`config.mk`:
```
export PLATFORM = sky130hd
export DESIGN_NAME = cac_top
export DESIGN_NICKNAME = d
export VERILOG_FILES = /design/src/cac_pkg.sv /design/src/cac_top.sv /design/src/cac_flag.sv
export VERILOG_INCLUDE_DIRS = /design/src
export SDC_FILE = /design/constraint.sdc
export NUM_CORES = 1
export LEC_CHECK = 0
export BUFFER_PORTS_ARGS = -buffer_cell sky130_fd_sc_hd__buf_4
export CORE_ASPECT_RATIO = 1.25
export CORE_UTILIZATION = 40
export DETAILED_ROUTE_END_ITERATION = 10
export MAX_ROUTING_LAYER = met4
export PLACE_DENSITY = 0.89
export SETUP_SLACK_MARGIN = 0.5
export SYNTH_ARGS = -nofsm -noshare
export SYNTH_HDL_FRONTEND = slang
export SYNTH_SLANG_ARGS = --single-unit
```
`constraint.sdc`:
```
create_clock -name clk_i -period 4.6 [get_ports clk_i]
set_input_delay 1.15 -clock clk_i [delete_from_list [all_inputs] [get_ports clk_i]]
set_output_delay 1.15 -clock clk_i [all_outputs]
set_load 0.01 [all_outputs]
```
`src/cac_cfg.svh`:
```
`ifndef CAC_CFG_SVH
`define CAC_CFG_SVH

// register byte addresses on the wishbone bus
`define CAC_CTRL_ADDR     8'hd8
`define CAC_IEN_ADDR      8'hdc

// counter_array_control field positions
`define CAC_CF_BIT        7
`define CAC_RUN_BIT       6
`define CAC_RSV_BIT       5
`define CAC_NMOD          5

// irq enable register field positions
`define CAC_ECF_BIT       0
`define CAC_EMOD_LSB      1
`define CAC_WDT_EN_BIT    6
`define CAC_IEN_W         7

// reset values
`define CAC_CTRL_RST      8'h00
`define CAC_IEN_RST       7'h00

// only byte lane 0 carries a register
`define CAC_SEL_BYTE      4'h1

`endif

```
`src/cac_pkg.sv`:
```
package cac_pkg;

    // one classic wishbone request as seen by the slave
    typedef struct packed {
        logic        cyc;
        logic        stb;
        logic        we;
        logic [7:0]  adr;
        logic [3:0]  sel;
        logic [31:0] dat;
    } cac_wb_req_t;

    // bus answer state, one-hot
    typedef enum logic [1:0] {
        CAC_BUS_IDLE = 2'b01,
        CAC_BUS_ACK  = 2'b10
    } cac_bus_state_t;

endpackage

```
`src/cac_top.sv`:
```
`timescale 1ns/100ps
`include "cac_cfg.svh"

// Overview of operation
// - counter rollover sets overflow flag, bit 7 of counter_array_control.
// - overflow flag requests interrupt only while overflow_irq_enable is set.
// - overflow flag set by hardware or software; only software clears it.
// - run bit 6 set by software starts counter; cleared stops it.
// - five module event flags, bits 4..0, set on match or capture.
// - bit 5 reserved, reads undefined; software never writes one there.
// - reset clears defined bits; register accessed only as whole byte.
// - counter_array_control decoded at address d8h.
// - only module 4 is the watchdog, sharing its match and flag.
// - compare match interrupts only when module flag and its enable set.
// - watchdog match makes internal reset, never drives external reset pin.
module cac_top (
    input  wire logic                 clk_i,
    input  wire logic                 rst_i,
    input  wire cac_pkg::cac_wb_req_t wb_req_i,
    output logic [31:0]               wb_dat_o,
    output logic                      wb_ack_o,
    input  wire logic                 counter_rollover_i,
    input  wire logic [4:0]           module_event_i,
    output logic                      counter_run_o,
    output logic                      irq_o,
    output logic                      internal_reset_o
);
    import cac_pkg::*;

    // reset image of the control byte; only the run bit is taken from it below
    localparam logic [7:0] CTRL_RST = `CAC_CTRL_RST;

    cac_bus_state_t            bus_state_reg;
    cac_bus_state_t            bus_state_next;
    logic                      req_live;
    logic                      req_take;
    logic                      wr_ctrl;
    logic                      wr_ien;
    logic [`CAC_IEN_W-1:0]     ien_reg;
    logic [`CAC_NMOD:0]        flag_set;
    logic [`CAC_NMOD:0]        flag_wdata;
    logic [`CAC_NMOD:0]        flag_q;
    logic [`CAC_NMOD-1:0]      module_event_flag;
    logic                      counter_overflow_flag;
    logic                      overflow_irq_enable;
    logic [`CAC_NMOD-1:0]      module_irq_enable;
    logic                      wdt_enable;
    logic                      irq_cond;
    logic [7:0]                ctrl_view;
    logic [31:0]               rd_next;

    // byte-wide register hit; any other lane pattern is not a hit
    function automatic logic reg_hit(input logic [7:0] adr,
                                     input logic [3:0] sel,
                                     input logic [7:0] target);
        reg_hit = (adr == target) && (sel == `CAC_SEL_BYTE);
    endfunction

    // request present; taken at the edge where ack is high
    assign req_live = wb_req_i.cyc && wb_req_i.stb;
    assign req_take = req_live && (bus_state_reg == CAC_BUS_ACK);
    assign wr_ctrl  = req_take && wb_req_i.we
                      && reg_hit(wb_req_i.adr, wb_req_i.sel,
                                 `CAC_CTRL_ADDR);
    assign wr_ien   = req_take && wb_req_i.we
                      && reg_hit(wb_req_i.adr, wb_req_i.sel,
                                 `CAC_IEN_ADDR);

    // bus answer sequencing: one wait, one ack cycle
    always_comb begin
        bus_state_next = bus_state_reg;
        case (bus_state_reg)
            CAC_BUS_IDLE: begin
                if (req_live) begin
                    bus_state_next = CAC_BUS_ACK;
                end
            end
            CAC_BUS_ACK: begin
                bus_state_next = CAC_BUS_IDLE;
            end
            default: begin
                bus_state_next = CAC_BUS_IDLE;
            end
        endcase
    end

    always_ff @(posedge clk_i) begin
        if (rst_i) begin
            bus_state_reg <= CAC_BUS_IDLE;
        end else begin
            bus_state_reg <= bus_state_next;
        end
    end

    // ack straight from the flop so the output is registered
    always_ff @(posedge clk_i) begin
        if (rst_i) begin
            wb_ack_o <= 1'b0;
        end else begin
            wb_ack_o <= (bus_state_next == CAC_BUS_ACK);
        end
    end

    // hardware set sources and software write data per flag
    assign flag_set   = {counter_rollover_i, module_event_i};
    assign flag_wdata = {wb_req_i.dat[`CAC_CF_BIT],
                         wb_req_i.dat[`CAC_NMOD-1:0]};

    // one sticky cell per flag; module 4 cell doubles as watchdog flag
    genvar gi;
    generate
        for (gi = 0; gi <= `CAC_NMOD; gi++) begin : g_flag
            cac_flag u_flag (
                .clk_i   (clk_i),
                .rst_i   (rst_i),
                .set_i   (flag_set[gi]),
                .wr_i    (wr_ctrl),
                .wdata_i (flag_wdata[gi]),
                .flag_o  (flag_q[gi])
            );
        end
    endgenerate

    assign module_event_flag     = flag_q[`CAC_NMOD-1:0];
    assign counter_overflow_flag = flag_q[`CAC_NMOD];

    // run bit gates the shared counter outside this block
    always_ff @(posedge clk_i) begin
        if (rst_i) begin
            counter_run_o <= CTRL_RST[`CAC_RUN_BIT];
        end else if (wr_ctrl) begin
            counter_run_o <= wb_req_i.dat[`CAC_RUN_BIT];
        end
    end

    // interrupt and watchdog enables, a register of their own
    always_ff @(posedge clk_i) begin
        if (rst_i) begin
            ien_reg <= `CAC_IEN_RST;
        end else if (wr_ien) begin
            ien_reg <= wb_req_i.dat[`CAC_IEN_W-1:0];
        end
    end

    assign overflow_irq_enable = ien_reg[`CAC_ECF_BIT];
    assign module_irq_enable   =
        ien_reg[`CAC_EMOD_LSB +: `CAC_NMOD];
    assign wdt_enable          = ien_reg[`CAC_WDT_EN_BIT];

    // interrupt request from enabled flags
    assign irq_cond =
        (counter_overflow_flag && overflow_irq_enable)
        || |(module_event_flag & module_irq_enable);

    always_ff @(posedge clk_i) begin
        if (rst_i) begin
            irq_o <= 1'b0;
        end else begin
            irq_o <= irq_cond;
        end
    end

    // watchdog reset is an internal pulse, no pin drive at all
    always_ff @(posedge clk_i) begin
        if (rst_i) begin
            internal_reset_o <= 1'b0;
        end else begin
            internal_reset_o <= wdt_enable
                                && module_event_i[`CAC_NMOD-1];
        end
    end

    // reserved bit reads zero, a safe pick for undefined
    always_comb begin
        ctrl_view                  = 8'h00;
        ctrl_view[`CAC_CF_BIT]     = counter_overflow_flag;
        ctrl_view[`CAC_RUN_BIT]    = counter_run_o;
        ctrl_view[`CAC_RSV_BIT]    = 1'b0;
        ctrl_view[`CAC_NMOD-1:0]   = module_event_flag;
    end

    // read mux; unmapped addresses read zero and still ack
    always_comb begin
        rd_next = 32'h0000_0000;
        if (reg_hit(wb_req_i.adr, wb_req_i.sel, `CAC_CTRL_ADDR)) begin
            rd_next[7:0] = ctrl_view;
        end else if (reg_hit(wb_req_i.adr, wb_req_i.sel,
                             `CAC_IEN_ADDR)) begin
            rd_next[`CAC_IEN_W-1:0] = ien_reg;
        end
    end

    // data latched with ack so it stands stable while ack is high
    always_ff @(posedge clk_i) begin
        if (rst_i) begin
            wb_dat_o <= 32'h0000_0000;
        end else if (bus_state_next == CAC_BUS_ACK) begin
            wb_dat_o <= rd_next;
        end
    end
endmodule // cac_top

```
`src/cac_flag.sv`:
```
`timescale 1ns/100ps

// sticky flag: hardware set beats a same-cycle software write
module cac_flag (
    input  wire logic clk_i,
    input  wire logic rst_i,
    input  wire logic set_i,
    input  wire logic wr_i,
    input  wire logic wdata_i,
    output logic      flag_o
);

    // set first so an event in the clearing cycle survives
    always_ff @(posedge clk_i) begin
        if (rst_i) begin
            flag_o <= 1'b0;
        end else if (set_i) begin
            flag_o <= 1'b1;
        end else if (wr_i) begin
            flag_o <= wdata_i;
        end
    end

endmodule // cac_flag

```
### Yosys cells after proc, flatten, opt, wreduce, memory -nomap -nowiden

Cells that the tools add are included.

| word-level totals | value |
|---|---|
| flip-flop bits (word level) | 27 |
| input bits | 55 |
| output and inout bits | 36 |

| cells by class | value |
|---|---|
| equal/unequal tests | 6 |
| multiplexer cells | 17 |
| bitwise gates (word level) | 1 |
| reduce and logical (&&, ||, !) cells | 17 |

Operators with widths:

| operator | number |
|---|---|
| $eq A8 B8 Y1 const B | 2 |
| $mux W7 | 2 |
| $mux W1 | 13 |
| $reduce_bool A2 Y1 | 6 |
| $logic_and A1 B1 Y1 | 9 |
| $and A5 B5 Y5 | 1 |
| $reduce_or A5 Y1 | 1 |
| $eq A2 B2 Y1 const B | 2 |
| $eq A4 B1 Y1 const B | 1 |
| $mux W2 | 2 |
| $eq A2 B1 Y1 const B | 1 |
| $logic_or A1 B1 Y1 | 1 |

### Logic depth before layout (Yosys ltp)

| depth | value |
|---|---|
| word-level depth | 6 |
| mapped depth | 6 |
| mapped depth without buffers | 5 |

### Hierarchy

Synthesis repeated with hierarchy kept, for this count alone.

| second synthesis, totals | value |
|---|---|
| cells, all modules | 147 |
| area total of the unflattened synthesis | 1328.8 µm² |

By module, submodules not included:

| module | times used | cells each | area each (µm²) | sequential area each (µm²) |
|---|---|---|---|---|
| cac_top | 1 | 123 | 1096.1 | 420.4 |
| cac_flag | 6 | 4 | 38.8 | 20.0 |

### Worst setup path before layout

No wires, ideal clock.

| timing | value |
|---|---|
| path kind | input -> register |
| start | in wb_req_i[34] in the netlist's numbering |
| end | reg counter_run_o |
| library setup time | 0.133 ns |
| arrival | 2.355 ns |
| data required time | 4.467 ns |
| slack | 2.111 ns |
| stages | 4 |
| path buffers | 0 |
| cell sequence | or4b_4 > or4_4 > o21ai_1 > a21oi_1 |

| between the ends | value |
|---|---|
| cells in the longest elaborated chain, start to end | 3 |

RTL lines:

| item | line | RTL |
|---|---|---|
| from (decl) | cac_top.sv:19 | `input wire cac_pkg::cac_wb_req_t wb_req_i,` |
| $eq A4 B1 Y1 (no line) | - |  |
| $logic_and A1 B1 Y1 | cac_top.sv:56 | `` reg_hit = (adr == target) && (sel == `CAC_SEL_BYTE); `` |
| $logic_and A1 B1 Y1 | cac_top.sv:62 | `assign wr_ctrl = req_take && wb_req_i.we` |
| to (signal assigned) | cac_top.sv:130 | `` counter_run_o <= CTRL_RST[`CAC_RUN_BIT]; `` |
| to (signal assigned) | cac_top.sv:132 | `` counter_run_o <= wb_req_i.dat[`CAC_RUN_BIT]; `` |
| to (decl) | cac_top.sv:24 | `output logic counter_run_o,` |

Every way passes these cells.
A chain may end at the register's enable or synchronous reset.

### Final worst setup path

| timing | value |
|---|---|
| start | in wb_req_i[35] in the netlist's numbering |
| end | reg wb_dat_o[5] |

| between the ends | value |
|---|---|
| cells in the longest elaborated chain, start to end | 4 |
| elaborated cells between the ends (all ways) | 5 |
| those cells by class | 1 x eq/ne; 2 x mux; 2 x reduce/logical |

RTL lines:

| item | line | RTL |
|---|---|---|
| $eq A4 B1 Y1 (no line) (*) | - |  |
| $logic_and A1 B1 Y1 | cac_top.sv:56 |  |
| $mux W7 | cac_top.sv:187 | `end else if (reg_hit(wb_req_i.adr, wb_req_i.sel,` |
| $mux W7 (*) | cac_top.sv:185 | `` if (reg_hit(wb_req_i.adr, wb_req_i.sel, `CAC_CTRL_ADDR)) begin `` |
| to (signal assigned) | cac_top.sv:198 | `wb_dat_o <= rd_next;` |
| to (decl) | cac_top.sv:20 | `output logic [31:0] wb_dat_o,` |

Mark *: on every way between the ends. The rest lies on a longest branch, timed or not.

==> results.cfg <==
[status]
status = finished, final reports clean

[synthesis]
synth-compound-area-share = 0.244
synth_xor_area_frac = 0
synthDominantCellAreaShare = 0.412
synth_top_family_by_area = compound AO/OA/AOI/OAI gates
synthMuxAreaShare = 0
synth_edf_count = 0
synthFlopType = dfxtp_1
synth_fa_ha_area_frac = 0
synth_seq_cells = 27
synthTopCellsByArea = dfxtp_1, buf_4, a21oi_1
synth-seq-area-share = 0.412
yosys.area.top_type = dfxtp_1
async_reset_ff_frac = 0
synthCells = 145
postSynthAreaPerCell_um2 = 9.04
synth_area_um2 = 1310
ys_types = 29
yosys_warnings = 0
synthSimpleGateAreaFrac = 0.177

[timing]
rsz0062_at_grt = false
period_share = 0.521
finalCriticalPeriod_ps = 2400
fmax_mhz = 417
slew_violations = 0
fin_setup_tns_ps = 0
hold_violations = 0
max_slew_margin = 0.601
worst_slew_pin_slew_ps = 598
clock_skew_ps = 5.33
setup_viol_count_final = 0

[clocking]
cts_buffers = 3
path_clk_slew_ps = 140
cts_hold_buf = 0
clock_latency_ps = 330
cts-resized-gates = 0
postCtsSetupBuffers = 0
cts_tree = yes
cts_max_level = 1
clock-sinks = 27
root_buffer = clkbuf_4
clockBufferDepth = 2

[routing]
via_per_inst = 5.42
routed_wl_um = 2930
drcViolationCount = 0
drtIter0Drc = 54
drt_first_pass_iters = 4
ant_nets = 0
wl_per_cell_um = 13.4
num_vias = 1182

[floorplanning]
die_w_um = 53.2
io_pins = 91
fp.dieArea_um2 = 3510
start_util = 0.433
rows = 22
core_area_um2 = 3030
die_h_um = 66.0

[layout]
fillers = 312
register_area_um2 = 541
nets = 238
drive_above_1_share = 0.275
num_antenna_cells = 0
stdcell_area_um2 = 1570
area_growth_pct = 20.0
largest_reg_flops = 8
multiInputGateArea_um2 = 643

[worst_setup_path]
arrival_ps = 2690
cp_max_fo = 8
critPathRequiredTime_ps = 4890
worst_setup_path_start_kind = input pin
critPathKind = in2reg
end_kind = flip-flop

[global_route]
grt_pass1_wl_um = 4610
grt_usage = 0.184
grt_pass1_vias = 1091
grt-ovfl-total = 0
grt_max_degree = 20
antenna_found_initial = 0

[placed_design]
placed_cell_area_um2 = 1550
gp_congestion = 0.844
dp_hpwl_um = 2220
io_buffers = 42

[power_and_ir_drop]
power.leakage_nw = 0.701
cellPowerDensity_nw_per_um2 = 251
irDropWorstVdd_v = 0.000123

[job]
cap_violations = 0

[hold_path]
hold_path_class = reg2reg
[synthesized netlist by cell type (all sizes together) (2+ instances only)]
| master | n |
|---|---|
| nor2b | 2 |
| nand3 | 9 |
| buf | 24 |
| nand4b | 2 |
| nor4b | 2 |
| nand4 | 2 |
| dfxtp | 27 |
| o21ai | 14 |
| and4 | 2 |
| a32o | 6 |
| nor2 | 4 |
| a21oi | 14 |
| a22oi | 3 |
| clkbuf | 8 |
| a21o | 6 |
| nand2 | 3 |
| a31oi | 7 |
[cells in the final DEF, fill, tap and decap left out, types with 3 or more instances in the layout]
cell type / instances
buf_4: 42
conb_1: 24
a21o_1: 6
a21oi_1: 14
a22oi_1: 3
nand2_1: 3
a32o_1: 6
nand3_1: 9
dfxtp_1: 27
o21ai_0: 7
o21ai_1: 7
a31oi_1: 7
clkbuf_4: 3
[critical path: stages]
cell,delay [ps]
buf_4,130
nor4b_1,460
nand4_1,390
nor2_2,380
a22o_1,180
[path summary, 6_finish.rpt]
path               startpoint          endpoint  slack, ps  depth (start not counted)
max              wb_req_i[35]       wb_dat_o[5]       2200                          5
min                ien_reg[6]  internal_reset_o        450                          2
max reg2reg  bus_state_reg[1]       wb_dat_o[5]       3060                          5
min reg2reg        ien_reg[6]  internal_reset_o        450                          2
[layout make-up]
class,count,share of cell area
timing repair buffer,42,0.200
clock buffer,4,0.0167
sequential,27,0.343
tap,36,0.0286
multi-input combinational,108,0.409
inverter,1,0.00238
[through the flow]
step	hold slack (ps)	power (mW)	setup WS, ps	utilization	std cells
after floorplan	420	0.284	2110	-	168
after global placement	427	0.294	1880	0.511	214
after detailed placement	436	0.295	1860	0.511	214
after CTS	457	0.394	2200	0.520	218
after global routing	483	0.411	2060	0.520	218
final	453	0.395	2200	0.520	218
[routing by layer]
| layer | part of all wire | global-route usage | vias to the layer above |
|---|---|---|---|
| li1 | - | - | 566 |
| met1 | 0.41 | 0.199 | 557 |
| met2 | 0.51 | 0.317 | 54 |
| met3 | 0.060 | 0.0161 | 5 |
| met4 | 0.017 | 0.112 | 0 |
| met5 | 0 | - | - |
[logic make-up (layout without fill, tap and decap cells)]
group | Yosys count | in the layout
AO/OA/AOI/OAI | 51 | 51
buffers and inverters | 33 | 47
flip-flops | 27 | 27
other | 1 | 24
AND/OR/NAND/NOR | 33 | 33
[power by group]
part	switching, mW	leakage (nW)	internal [mW]
combinational	0.0254	0.466	0.0225
clock	0.0702	0.0150	0.0341
sequential	0.00394	0.220	0.239
total	0.0995	0.701	0.295
Note: power is estimated with default switching activity, not from simulation.
